[src/design/dp_pkg.sv]
/*
  Holds the shared constants of the byte datapath slice: widths, config
  word fields, routing input positions, condition indices, reset values.
  Assumes nothing of its surroundings.
*/
package dp_pkg;

  // ==========================================================
  // widths and depths
  localparam int DW         = 8;
  localparam int CFG_W      = 16;
  localparam int CFG_DEPTH  = 8;
  localparam int CFG_AW     = 3;
  localparam int FIFO_DEPTH = 4;
  localparam int RT_W       = 6;
  localparam int SEL_W      = 4;
  localparam int SC_W       = 8;
  localparam int COND_W     = 16;

  // ==========================================================
  // config word field positions
  localparam int CF_OP   = 0;   // 3 bits alu operation
  localparam int CF_SRCA = 3;   // 2 bits operand a
  localparam int CF_SRCB = 5;   // 2 bits operand b / polynomial
  localparam int CF_SH   = 7;   // 2 bits shift function
  localparam int CF_ORM  = 9;   // or mask enable
  localparam int CF_DST  = 10;  // 2 bits accumulator destination
  localparam int CF_CIR  = 12;  // carry in from registered carry
  localparam int CF_SIR  = 13;  // shift in from registered shift out
  localparam int CF_CFB  = 14;  // crc / prs feedback enable
  localparam int CF_CAP  = 15;  // output fifo captures alu result

  // ==========================================================
  // routing input positions
  localparam int RI_ADDR = 0;   // 3 bits config address
  localparam int RI_SI   = 3;   // serial data in
  localparam int RI_F0   = 4;   // fifo_zero strobe
  localparam int RI_F1   = 5;   // fifo_one strobe

  // ==========================================================
  // condition vector indices
  localparam int C_CE0 = 0;
  localparam int C_CL0 = 1;
  localparam int C_CE1 = 2;
  localparam int C_CL1 = 3;
  localparam int C_Z0  = 4;
  localparam int C_Z1  = 5;
  localparam int C_FF0 = 6;
  localparam int C_FF1 = 7;
  localparam int C_OV  = 8;
  localparam int C_CO  = 9;
  localparam int C_SO  = 10;
  localparam int C_F0E = 11;
  localparam int C_F0F = 12;
  localparam int C_F1E = 13;
  localparam int C_F1F = 14;
  localparam int C_CRG = 15;

  // ==========================================================
  // reset values
  localparam logic [CFG_W-1:0] CFG_RST  = 16'h0000;
  localparam logic [DW-1:0]    WORK_RST = 8'h00;
  localparam logic [SC_W-1:0]  CTRL_RST = 8'h00;

  typedef enum logic [2:0] {
    OP_INC, OP_DEC, OP_ADD, OP_SUB, OP_AND, OP_OR, OP_XOR, OP_PASS
  } alu_op_t;

  typedef enum logic [1:0] {SH_NONE, SH_LEFT, SH_RIGHT, SH_SWAP} shift_t;
  typedef enum logic [1:0] {DST_NONE, DST_A0, DST_A1, DST_BOTH} dest_t;

endpackage

[src/design/dp_cfg_ram.sv]
/*
  Eight word configuration memory with registered read data.
  Assumes writes come from the bus side on the same clock.
*/
`timescale 1ns/1ps
module dp_cfg_ram
  import dp_pkg::*;
#(
  parameter int W     = CFG_W,
  parameter int DEPTH = CFG_DEPTH,
  parameter int AW    = CFG_AW
)(
  input  wire logic          clk,
  input  wire logic          sys_rst,
  input  wire logic          wr_en,
  input  wire logic [AW-1:0] wr_addr,
  input  wire logic [W-1:0]  wr_data,
  input  wire logic [AW-1:0] rd_addr,
  output logic      [W-1:0]  rd_data
);
  logic [W-1:0] mem [DEPTH];

  // ==========================================================
  // storage write
  always_ff @(posedge clk)
  begin
    if (wr_en)
      mem[wr_addr] <= wr_data;
  end

  // registered read, cleared by reset
  always_ff @(posedge clk)
  begin
    if (sys_rst)
      rd_data <= CFG_RST;
    else
      rd_data <= mem[rd_addr];
  end
endmodule // dp_cfg_ram

[src/design/dp_fifo.sv]
/*
  Small byte FIFO with valid/ready on both sides and empty/full flags.
  Assumes both sides run on clk; pushes on full and pops on empty are
  refused by the ready/valid terms.
*/
`timescale 1ns/1ps
module dp_fifo
  import dp_pkg::*;
#(
  parameter int W     = DW,
  parameter int DEPTH = FIFO_DEPTH
)(
  input  wire logic         clk,
  input  wire logic         sys_rst,
  input  wire logic         in_valid,
  output logic              in_ready,
  input  wire logic [W-1:0] in_data,
  output logic              out_valid,
  input  wire logic         out_ready,
  output logic      [W-1:0] out_data,
  output logic              empty,
  output logic              full
);
  localparam int PW = $clog2(DEPTH);
  logic [W-1:0]  mem [DEPTH];
  logic [PW-1:0] wp_r;
  logic [PW-1:0] rp_r;
  logic [PW:0]   cnt_r;
  logic          push;
  logic          pop;

  // stall on full and empty, no overflow or underflow
  assign full      = (cnt_r == (PW+1)'(DEPTH));
  assign empty     = (cnt_r == '0);
  assign in_ready  = !full;
  assign out_valid = !empty;
  assign push      = in_valid && !full;
  assign pop       = out_ready && !empty;
  assign out_data  = mem[rp_r];

  // ==========================================================
  // storage and pointers
  always_ff @(posedge clk)
  begin
    if (push)
      mem[wp_r] <= in_data;
  end

  always_ff @(posedge clk)
  begin
    if (sys_rst)
    begin
      wp_r  <= '0;
      rp_r  <= '0;
      cnt_r <= '0;
    end
    else
    begin
      if (push)
        wp_r <= PW'(wp_r + 1'b1);
      if (pop)
        rp_r <= PW'(rp_r + 1'b1);
      cnt_r <= (PW+1)'(cnt_r + push - pop);
    end
  end
endmodule // dp_fifo

[src/design/dp_slice.sv]
/*
  Byte wide configurable datapath slice with its status/control unit.
  Assumes routing inputs come from logic on clk (no synchronisers) and
  that the routing side supplies config address and serial data.
*/
`timescale 1ns/1ps
module dp_slice
  import dp_pkg::*;
#(
  parameter int FIFO_D = FIFO_DEPTH
)(
  input  wire logic                clk,
  input  wire logic                sys_rst,
  input  wire logic [RT_W-1:0]     route_in,
  output logic      [RT_W-1:0]     route_out,
  input  wire logic [RT_W*SEL_W-1:0] out_sel,
  input  wire logic                cfg_wr_en,
  input  wire logic [CFG_AW-1:0]   cfg_wr_addr,
  input  wire logic [CFG_W-1:0]    cfg_wr_data,
  input  wire logic                bus_reg_wr,
  input  wire logic [1:0]          bus_reg_sel,
  input  wire logic [DW-1:0]       bus_reg_wdata,
  output logic      [DW-1:0]       accumulator_zero,
  output logic      [DW-1:0]       accumulator_one,
  output logic      [DW-1:0]       data_reg_zero,
  output logic      [DW-1:0]       data_reg_one,
  input  wire logic [2:0]          msb_sel,
  input  wire logic [DW-1:0]       alu_mask,
  input  wire logic [DW-1:0]       or_mask,
  input  wire logic [1:0]          cmp_mode,
  input  wire logic [DW-1:0]       cmp0_mask,
  input  wire logic [DW-1:0]       cmp1_mask,
  input  wire logic                chain_en,
  input  wire logic                chain_ci,
  input  wire logic                chain_si,
  input  wire logic                chain_ce_in,
  output logic                     chain_co,
  output logic                     chain_so,
  output logic                     chain_ce_out,
  input  wire logic                fifo_zero_dir,
  input  wire logic                fifo_one_dir,
  input  wire logic                bus_f0_wr_valid,
  output logic                     bus_f0_wr_ready,
  input  wire logic [DW-1:0]       bus_f0_wr_data,
  output logic                     bus_f0_rd_valid,
  input  wire logic                bus_f0_rd_ready,
  output logic      [DW-1:0]       bus_f0_rd_data,
  input  wire logic                bus_f1_wr_valid,
  output logic                     bus_f1_wr_ready,
  input  wire logic [DW-1:0]       bus_f1_wr_data,
  output logic                     bus_f1_rd_valid,
  input  wire logic                bus_f1_rd_ready,
  output logic      [DW-1:0]       bus_f1_rd_data,
  input  wire logic                dp_run_sel,
  input  wire logic [2:0]          dp_run_bit,
  input  wire logic                sc_run,
  input  wire logic                ctrl_wr,
  input  wire logic [SC_W-1:0]     ctrl_wdata,
  input  wire logic [SC_W-1:0]     ctrl_route_en,
  output logic      [SC_W-1:0]     ctrl_out,
  input  wire logic [SC_W-1:0]     status_in,
  input  wire logic [SC_W-1:0]     status_route_en,
  input  wire logic                status_rd,
  output logic      [SC_W-1:0]     status_rdata
);

  logic [DW-1:0]     work_r [4];  // a0, a1, d0, d1
  logic [CFG_W-1:0]  cfg_r;
  logic [SC_W-1:0]   ctrl_r;
  logic [SC_W-1:0]   status_r;
  logic [RT_W-1:0]   route_out_r;
  logic              carry_r;
  logic              shift_r;
  logic              dp_run;
  logic [DW-1:0]     opa, opb, bx, alu, sh, res;
  logic [DW:0]       sum9;
  logic              cin, si, co, so, ov, fb;
  logic              ce0, cl0, ce1, cl1;
  logic [COND_W-1:0] cond_vec;
  alu_op_t           op;
  shift_t            sfn;
  dest_t             dst;
  logic              f0_iv, f0_ir, f0_ov, f0_or, f0_e, f0_f;
  logic              f1_iv, f1_ir, f1_ov, f1_or, f1_e, f1_f;
  logic [DW-1:0]     f0_id, f1_id, f0_od, f1_od;

  // ==========================================================
  // helper functions
  function automatic logic [DW-1:0] pick(input logic [1:0] s);
    pick = work_r[s];
  endfunction

  // carry into bit m, which is the carry out of the chosen msb when m is the bit above it
  function automatic logic carry_at(input logic [DW:0] a9, b9, s9,
                                    input int m);
    carry_at = s9[m] ^ a9[m] ^ b9[m];
  endfunction

  function automatic logic [1:0] cmp(input logic [DW-1:0] a, b, k);
    cmp = {((a & k) < (b & k)), ((a & k) == (b & k))};
  endfunction

  assign op  = alu_op_t'(cfg_r[CF_OP +: 3]);
  assign sfn = shift_t'(cfg_r[CF_SH +: 2]);
  assign dst = dest_t'(cfg_r[CF_DST +: 2]);

  // ==========================================================
  // config memory, addressed from routing
  // per-cycle config select
  dp_cfg_ram u_cfg (
    .clk     (clk),
    .sys_rst (sys_rst),
    .wr_en   (cfg_wr_en),
    .wr_addr (cfg_wr_addr),
    .wr_data (cfg_wr_data),
    .rd_addr (route_in[RI_ADDR +: CFG_AW]),
    .rd_data (cfg_r)
  );

  // ==========================================================
  // alu, shifter and masks
  always_comb
  begin
    opa = pick(cfg_r[CF_SRCA +: 2]);
    opb = pick(cfg_r[CF_SRCB +: 2]);
    case (op)
      OP_INC:  begin bx = '0;   cin = 1'b1; end
      OP_DEC:  begin bx = '1;   cin = 1'b0; end
      OP_ADD:  begin bx = opb;  cin = 1'b0; end
      OP_SUB:  begin bx = ~opb; cin = 1'b1; end
      default: begin bx = opb;  cin = 1'b0; end
    endcase
    if (cfg_r[CF_CIR])
      cin = carry_r;
    if (chain_en)
      cin = chain_ci;
    sum9 = (DW+1)'({1'b0, opa} + {1'b0, bx} + (DW+1)'(cin));
    case (op)
      OP_AND:  alu = opa & opb;
      OP_OR:   alu = opa | opb;
      OP_XOR:  alu = opa ^ opb;
      OP_PASS: alu = opa;
      default: alu = sum9[DW-1:0];
    endcase
    // carry and overflow at the chosen msb
    co = carry_at({1'b0, opa}, {1'b0, bx}, sum9, int'(msb_sel) + 1);
    ov = (op inside {OP_INC, OP_DEC, OP_ADD, OP_SUB}) &&
         (co ^ carry_at({1'b0, opa}, {1'b0, bx}, sum9, int'(msb_sel)));
    si = chain_en ? chain_si : (cfg_r[CF_SIR] ? shift_r : route_in[RI_SI]);
    fb = alu[msb_sel] ^ si;
    case (sfn)
      SH_LEFT:
      begin
        // crc/prs step with operand b as polynomial
        sh = cfg_r[CF_CFB] ? ({alu[DW-2:0], 1'b0} ^ (opb & {DW{fb}}))
                           : {alu[DW-2:0], si};
        so = alu[msb_sel];
      end
      SH_RIGHT:
      begin
        // serial in lands at the msb
        sh          = alu >> 1;
        sh[msb_sel] = si;
        so          = alu[0];
      end
      SH_SWAP:
      begin
        sh = {alu[3:0], alu[7:4]};
        so = 1'b0;
      end
      default:
      begin
        sh = alu;
        so = 1'b0;
      end
    endcase
    res = (cfg_r[CF_ORM] ? (sh | or_mask) : sh) & alu_mask;
  end

  // ==========================================================
  // compares and condition vector
  always_comb
  begin
    case (cmp_mode)
      2'd0:    begin {cl0, ce0} = cmp(work_r[0], work_r[2], cmp0_mask);
                     {cl1, ce1} = cmp(work_r[1], work_r[3], cmp1_mask); end
      2'd1:    begin {cl0, ce0} = cmp(work_r[0], work_r[1], cmp0_mask);
                     {cl1, ce1} = cmp(work_r[1], work_r[3], cmp1_mask); end
      2'd2:    begin {cl0, ce0} = cmp(work_r[0], work_r[2], cmp0_mask);
                     {cl1, ce1} = cmp(work_r[0], work_r[3], cmp1_mask); end
      default: begin {cl0, ce0} = cmp(work_r[1], work_r[2], cmp0_mask);
                     {cl1, ce1} = cmp(work_r[1], work_r[3], cmp1_mask); end
    endcase
    cond_vec        = '0;
    cond_vec[C_CE0] = ce0;
    cond_vec[C_CL0] = cl0;
    cond_vec[C_CE1] = ce1;
    cond_vec[C_CL1] = cl1;
    cond_vec[C_Z0]  = (work_r[0] == '0);
    cond_vec[C_Z1]  = (work_r[1] == '0);
    cond_vec[C_FF0] = (work_r[0] == '1);
    cond_vec[C_FF1] = (work_r[1] == '1);
    cond_vec[C_OV]  = ov;
    cond_vec[C_CO]  = co;
    cond_vec[C_SO]  = so;
    cond_vec[C_F0E] = f0_e;
    cond_vec[C_F0F] = f0_f;
    cond_vec[C_F1E] = f1_e;
    cond_vec[C_F1F] = f1_f;
    cond_vec[C_CRG] = ce0 && (chain_en ? chain_ce_in : 1'b1);
  end

  assign chain_co     = co;
  assign chain_so     = so;
  assign chain_ce_out = cond_vec[C_CRG];

  assign dp_run = dp_run_sel ? ctrl_r[dp_run_bit] : 1'b1;

  // ==========================================================
  // fifo hookup; dir 1 = output, 0 = input
  // direction steers writer and reader
  assign f0_iv = fifo_zero_dir ? (dp_run && route_in[RI_F0])
                               : bus_f0_wr_valid;
  assign f0_id = fifo_zero_dir ? (cfg_r[CF_CAP] ? res : work_r[0])
                               : bus_f0_wr_data;
  assign f0_or = fifo_zero_dir ? bus_f0_rd_ready
                               : (dp_run && route_in[RI_F0]);
  assign f1_iv = fifo_one_dir ? (dp_run && route_in[RI_F1])
                              : bus_f1_wr_valid;
  assign f1_id = fifo_one_dir ? (cfg_r[CF_CAP] ? res : work_r[1])
                              : bus_f1_wr_data;
  assign f1_or = fifo_one_dir ? bus_f1_rd_ready
                              : (dp_run && route_in[RI_F1]);
  assign bus_f0_wr_ready = !fifo_zero_dir && f0_ir;
  assign bus_f0_rd_valid = fifo_zero_dir && f0_ov;
  assign bus_f0_rd_data  = f0_od;
  assign bus_f1_wr_ready = !fifo_one_dir && f1_ir;
  assign bus_f1_rd_valid = fifo_one_dir && f1_ov;
  assign bus_f1_rd_data  = f1_od;

  dp_fifo #(.W(DW), .DEPTH(FIFO_D)) u_f0 (
    .clk (clk), .sys_rst (sys_rst),
    .in_valid (f0_iv), .in_ready (f0_ir), .in_data (f0_id),
    .out_valid (f0_ov), .out_ready (f0_or), .out_data (f0_od),
    .empty (f0_e), .full (f0_f)
  );

  dp_fifo #(.W(DW), .DEPTH(FIFO_D)) u_f1 (
    .clk (clk), .sys_rst (sys_rst),
    .in_valid (f1_iv), .in_ready (f1_ir), .in_data (f1_id),
    .out_valid (f1_ov), .out_ready (f1_or), .out_data (f1_od),
    .empty (f1_e), .full (f1_f)
  );

  // ==========================================================
  // working registers: bus write, fifo load, then alu
  // bus access to working registers
  always_ff @(posedge clk)
  begin
    for (int i = 0; i < 4; i++)
    begin
      if (sys_rst)
        work_r[i] <= WORK_RST;
      else if (bus_reg_wr && (bus_reg_sel == 2'(i)))
        work_r[i] <= bus_reg_wdata;
      else if (i == 2 && !fifo_zero_dir && f0_or && f0_ov)
        work_r[i] <= f0_od;
      else if (i == 3 && !fifo_one_dir && f1_or && f1_ov)
        work_r[i] <= f1_od;
      else if (i < 2 && dp_run &&
               (dst == DST_BOTH || dst == dest_t'(2'(i + 1))))
        work_r[i] <= res;
    end
  end

  assign accumulator_zero = work_r[0];
  assign accumulator_one  = work_r[1];
  assign data_reg_zero    = work_r[2];
  assign data_reg_one     = work_r[3];

  // registered carry and shift for time sharing
  always_ff @(posedge clk)
  begin
    if (sys_rst)
    begin
      carry_r <= 1'b0;
      shift_r <= 1'b0;
    end
    else if (dp_run)
    begin
      carry_r <= co;
      shift_r <= so;
    end
  end

  // ==========================================================
  // routed outputs
  // conditions onto routing
  always_ff @(posedge clk)
  begin
    for (int k = 0; k < RT_W; k++)
    begin
      if (sys_rst)
        route_out_r[k] <= 1'b0;
      else
        route_out_r[k] <= cond_vec[out_sel[k*SEL_W +: SEL_W]];
    end
  end
  assign route_out = route_out_r;

  // ==========================================================
  // status and control unit
  // bus written control register
  always_ff @(posedge clk)
  begin
    if (sys_rst)
      ctrl_r <= CTRL_RST;
    else if (sc_run && ctrl_wr)
      ctrl_r <= ctrl_wdata;
  end
  assign ctrl_out = ctrl_r & ctrl_route_en;

  // status sampled from routing on a read
  always_ff @(posedge clk)
  begin
    if (sys_rst)
      status_r <= CTRL_RST;
    else if (sc_run && status_rd)
      status_r <= status_in & status_route_en;
  end
  assign status_rdata = status_r;
endmodule // dp_slice

[config.mk]
export PLATFORM = sky130hd
export DESIGN_NAME = dp_slice
export DESIGN_NICKNAME = d
export VERILOG_FILES = /design/src/design/dp_pkg.sv /design/src/design/dp_cfg_ram.sv /design/src/design/dp_fifo.sv /design/src/design/dp_slice.sv
export SDC_FILE = /design/constraint.sdc
export NUM_CORES = 1
export LEC_CHECK = 0
export BUFFER_PORTS_ARGS = -buffer_cell sky130_fd_sc_hd__buf_2
export CAP_MARGIN = 0
export CORE_ASPECT_RATIO = 0.5
export CORE_MARGIN = 2
export CORE_UTILIZATION = 45
export CTS_BUF_LIST = sky130_fd_sc_hd__clkbuf_4 sky130_fd_sc_hd__clkbuf_8
export DETAILED_ROUTE_END_ITERATION = 6
export PLACE_DENSITY = 0.68
export SLEW_MARGIN = 25
export SYNTH_ARGS = -nofsm -noshare
export SYNTH_HDL_FRONTEND = slang
export SYNTH_SLANG_ARGS = --single-unit
[constraint.sdc]
create_clock -name clk -period 5 [get_ports clk]
set_input_delay 0.5 -clock clk [delete_from_list [all_inputs] [get_ports clk]]
set_output_delay 0.5 -clock clk [all_outputs]
set_load 0.03 [all_outputs]
Word level (Yosys, flattened, before mapping)
Memory sizes are Yosys's and may differ from the RTL's. A register that Yosys moved wholly into a read port is not among the register bits.
Cells that the tools add are included.
- memories: 4
- memory bits (writable): 224
- latch bits: 0
- bits in read-only memories: 0
- word-level logic and storage cells: 249
- bits in registers: 38
- input bits: 165
- output and inout port bits: 77
- memory list (memory ; depth ; width ; read ports ; clocked after memory_dff ; wr ports ; RTL line ; text):
    u_cfg.mem ; 8 ; 16 ; 1 ; 1 ; 1 ; dp_cfg_ram.sv:21 ; logic [W-1:0] mem [DEPTH];
    u_f0.mem ; 4 ; 8 ; 1 ; 1 ; 1 ; dp_fifo.sv:25 ; logic [W-1:0] mem [DEPTH];
    u_f1.mem ; 4 ; 8 ; 1 ; 1 ; 1 ; dp_fifo.sv:25 ;
    work_r ; 4 ; 8 ; 6 ; 0 ; 4 ; dp_slice.sv:67 ; logic [DW-1:0] work_r [4];
- reduce and logical (&&, ||, !) cells: 43
- $add $sub $neg: 11
- muxes and demuxes: 107
- shift operators: 0
- div/mod/pow operators: 0
- bitwise gates (word level): 30
- $lt $le $gt $ge: 16
- eq/ne operators: 27
- multiply operators: 0
- operator list (kind ; number):
    8-bit two-way mux ; 14
    8-bit AND ; 11
    1-bit two-way mux ; 67
    8-bit case mux with 3 select lines ; 2
    8-bit == test ; 5
    8-bit < comparator ; 5
    1-bit binary-select mux with 4-bit select ; 9
    4-bit by 5-bit < comparator with 1-bit output, second input constant ; 7
    8-bit case mux with 4 select lines ; 1
    1-bit logical AND ; 25
    3-bit == test, second input constant ; 6
    8-bit == test, second input constant ; 2
    8-bit logical NOT ; 2
    8-bit OR ; 2
    8-bit bitwise XOR ; 2
    1-bit binary-select mux with 3-bit select ; 5
    2-bit == test, second input constant ; 7
    8-bit by 8-bit adder with 9-bit output ; 1
    9-bit by 1-bit adder with 9-bit output ; 1
    3-bit logical NOT ; 3
    2-bit by 1-bit adder with 2-bit output, second input constant ; 4
    8-bit bitwise mux ; 1
    2-bit by 1-bit == test with 1-bit output, second input constant ; 4
    3-bit by 4-bit < comparator with 1-bit output, second input constant ; 2
    18 further kinds ; 46

Logic depth before layout (Yosys ltp)
- depth in word-level cells: 19
- gate-level depth with buffers: 19

Modules after synthesis
A second synthesis with hierarchy kept.
- cells, all modules: 1463
- area total of the unflattened synthesis: 16897.5 um^2
- by module, submodules not included (module ; instances ; area an instance (um^2) ; sequential area each (um^2) ; cells each):
    dp_slice ; 1 ; 8370.5 ; 1441.4 ; 1039
    dp_cfg_ram ; 1 ; 5266.3 ; 4164.0 ; 232
    dp_fifo ; 2 ; 1630.3 ; 1141.1 ; 96

Least setup slack after synthesis
No wires, ideal clock.
- path kind: reg-to-reg
- start point: memory work_r[0][0]
- end point: memory u_f1.mem[0][2] (netlist bit) (data pin)
- arrival: 4.550 ns
- path buffers: 1
- data required time: 4.728 ns
- slack: 0.178 ns
- cell stages (with the launch flop): 16
- setup time: 0.272 ns
- cells stage by stage: edfxtp_1 > clkbuf_1 > mux4_2 > o22a_1 > fa_1 > fa_1 > and3_1 > or3_1 > a21oi_1 > o32a_1 > o2111ai_2 > o21ai_2 > a21oi_1 > mux2i_1 > a21o_1 > a221o_1
- RTL lines (element ; RTL line):
    from (decl) ; dp_slice.sv:67
    to (decl) ; dp_fifo.sv:25

==> flow_metrics.tcl <==
set metrics [dict create \
    first_global_vias 12900 \
    root_buffer "clkbuf_8" \
    cts_hold_buffers 0 \
    drc 0 \
    fin_nets 1972 \
    gp_congestion 0.980 \
    hp-class "input pin to flop" \
    cp-start-kind "flop" \
    std_cell_rows 49 \
    areaGrowthSynthToFinish_pct 18.9 \
    worstSetupStartpoint "work_r[3][0]$_DFFE_PP_" \
    clkLatencyLatePin_ns 0.56 \
    syn_area_per_cell_um2 11.6 \
    htreeDepth 2 \
    initial_core_util_pct 45.8 \
    synth_cell_types 83 \
    syn_nets 1675 \
    vdd_drop_max_mv 0.239 \
    whs_ns 0.194 \
    leakage_nw 7.81 \
    ys_seq_area_share_pct 47.6 \
    slew-limit-headroom_pct 21.1 \
    netlist_area_um2 16600 \
    dr.pass1.iters 5 \
    required_ns 4.50 \
    total_power_mw 7.16 \
    endpoint_kind "output port" \
    outcome "complete, no violations" \
    clock_sinks 282 \
    yosys_warnings 0 \
    netlist.area_leader.share_pct 40.6 \
    avgRoutedWirePerCell_um 23.2 \
    fmax_mhz 206 \
    antenna_found_initial 2 \
    vias 13400 \
    dp.final_hpwl_mm 39.2 \
    numCtsBuffers 44 \
    die_h_um 140 \
    grt_pass1_wl_mm 77.4 \
    synthTopCellsByArea "edfxtp_1 41%, mux4_2 11%, dfxtp_1 7.0%" \
    reg2reg_slack_ns 0.21 \
    worst_r2r_endpoint "u_f1.mem[2][5]$_DFFE_PP_" \
    worst_ep_arrival_time_ns 4.36 \
    async_reset_ff_share_pct 0 \
    synthFlopType "edfxtp_1" \
    max_slew.worst_pin.slew_ns 1.18 \
    finalSetupViolations 0 \
    skew_ns 0.0210 \
    die_w_um 275 \
    fin_crit_ns 4.86 \
    antenna_left 0 \
    synth.largest_area_cell "edfxtp_1" \
    reg2regPathDepth 15 \
    period_share_pct 97.2 \
    hold_viol_final 0 \
    max_cap_violations 0 \
    cellPowerDensity_nw_per_um2 364 \
    drtIter0Drc 1295 \
    grt_util_all_layers_pct 26.7 \
    vias_per_cell 5.97 \
    synth_enable_flop_cells 224 \
    path_clk_slew_ns 0.06 \
    die_area_um2 38400 \
    synth-seq-cells 282 \
    cts_tree "yes" \
    slew_violations 0 \
    grt-ovfl-total 0 \
    crit_end "chain_so" \
    critical_path_class "flop to output port" \
    io_buffers 241 \
    design.core.area_um2 36100 \
    final_layout_size_suffix_gt1_share_pct 29.5 \
    grt_max_degree 45 \
    finalWirelength_mm 52.1 \
    syn_inst 1426 \
    rr_startpoint "work_r[3][0]$_DFFE_PP_" \
    worst-path-max-fanout 3 \
    clockBufferDepth 3 \
    io_pins 242 \
]
## routing by layer
metal,wire (um),global-route usage (%)
met5,0,0
met4,1780,9.02
met3,5050,5.54
met2,23800,41.6
met1,21500,37.3
## worst max-delay path: stages, from the launching register on
cell	delay, ns
edfxtp_1	0.39
mux4_2	0.53
o22a_1	0.26
fa_2	0.41
fa_2	0.42
and3_1	0.21
or3_4	0.38
a21oi_2	0.17
o32a_1	0.21
o2111ai_2	0.17
buf_4	0.20
o21ai_4	0.19
inv_1	0.10
buf_2	0.19
## state kept, by name (all words and copies together), names as in the netlist, named ones only
signal,count
u_f0.wp_r,2
u_cfg.rd_data,16
u_f0.cnt_r,3
u_cfg.mem,128
u_f0.mem,32
u_f0.rp_r,2
u_f1.cnt_r,3
u_f1.rp_r,2
status_rdata,8
work_r,32
shift_r,1
u_f1.wp_r,2
carry_r,1
ctrl_r,8
u_f1.mem,32
route_out,6
## synth_stat cells (11+ instances only)
library cell  number
clkbuf_1          47
and3_1            11
dfxtp_1           58
xnor2_1           13
edfxtp_1         224
and2_1            51
ha_1              80
nor2b_1           17
o211ai_1          11
nor2_1            99
nand2_1          132
a22o_1            21
nor4_1            11
a31oi_1           17
nand2b_1          16
nand3_1           36
nor3_1            31
nand4_1           17
o2bb2ai_1         11
buf_1             11
o21a_1            11
mux2i_1           42
inv_1             69
mux4_2            82
a21oi_1           80
o21ai_0           59
## cell usage in the layout, fill, tap and decap left out, types with 49 or more instances in the layout
cell,count
a21oi_1,78
and2_1,51
buf_2,240
buf_4,77
clkbuf_8,49
dfxtp_1,57
edfxtp_1,224
ha_1,80
inv_1,68
mux4_2,82
nand2_1,132
nor2_1,99
o21ai_0,56
## power breakdown
part / leakage, nW / internal (mW) / total [mW] / switching (mW)
Clock: 0.505 / 1.16 / 2.05 / 0.894
Sequential: 2.57 / 2.71 / 2.84 / 0.130
Combinational: 4.74 / 0.899 / 2.27 / 1.37
Total: 7.81 / 4.77 / 7.16 / 2.39
## final cells by class
type                    count  area (um^2)
diodes                      1         2.50
clock buffers              69          825
clock inverters            13          113
fillers                  3088        16400
inverters                  70          263
multi-input cells        1005         8170
flip-flops and latches    282         7890
well taps                 484          606
repair buffers            320         1810
## stage by stage
| stage | setup TNS, ns | std cells | instance area [um^2] | setup slack, ns | util [%] |
|---|---|---|---|---|---|
| after floorplan | 0 | 1426 | 16600 | 0.178 | - |
| after global placement | 0 | 2149 | 18600 | 0.111 | 51.5 |
| after detailed placement | 0 | 2149 | 18600 | 0.0442 | 51.5 |
| after CTS | 0 | 2235 | 19600 | 0.0203 | 54.2 |
| after global routing | -0.00300 | 2244 | 19700 | -0.00300 | 54.5 |
| final | 0 | 2244 | 19700 | 0.138 | 54.5 |
## worst min path at each step
stage / startpoint / end / slack, ns / depth (start not counted)
2_1_floorplan: ctrl_r[2]$_SDFFE_PP0P_ / ctrl_r[2]$_SDFFE_PP0P_ / 0.44 / 2
3_3_place_gp: status_rdata[6]$_SDFFE_PP0P_ / status_rdata[6]$_SDFFE_PP0P_ / 0.44 / 2
3_5_place_dp: status_rdata[4]$_SDFFE_PP0P_ / status_rdata[4]$_SDFFE_PP0P_ / 0.44 / 2
4_1_cts: ctrl_wdata[5] / ctrl_r[5]$_SDFFE_PP0P_ / 0.17 / 3
5_1_grt: status_route_en[5] / status_rdata[5]$_SDFFE_PP0P_ / 0.18 / 3
6_report: ctrl_wdata[2] / ctrl_r[2]$_SDFFE_PP0P_ / 0.19 / 3
## kinds of logic after synthesis
kind of cell               Yosys count  share of synthesized area [%]
AOI/OAI and AO/OA                  318                           13.1
xor gates and xnor gates            19                           1.01
adders and majority gates           84                           6.53
buffers and inverters              139                           3.41
DFF                                282                           47.6
muxes                              140                           15.4
and+or+nand+nor                    444                           13.0
## timing repair
item                       in CTS  in global routing
gates resized for setup         7                 12
setup endpoints to repair       2                 22
pin swaps                       0                  5
setup buffers                   4                  7
(Power assumes the default switching activity.)
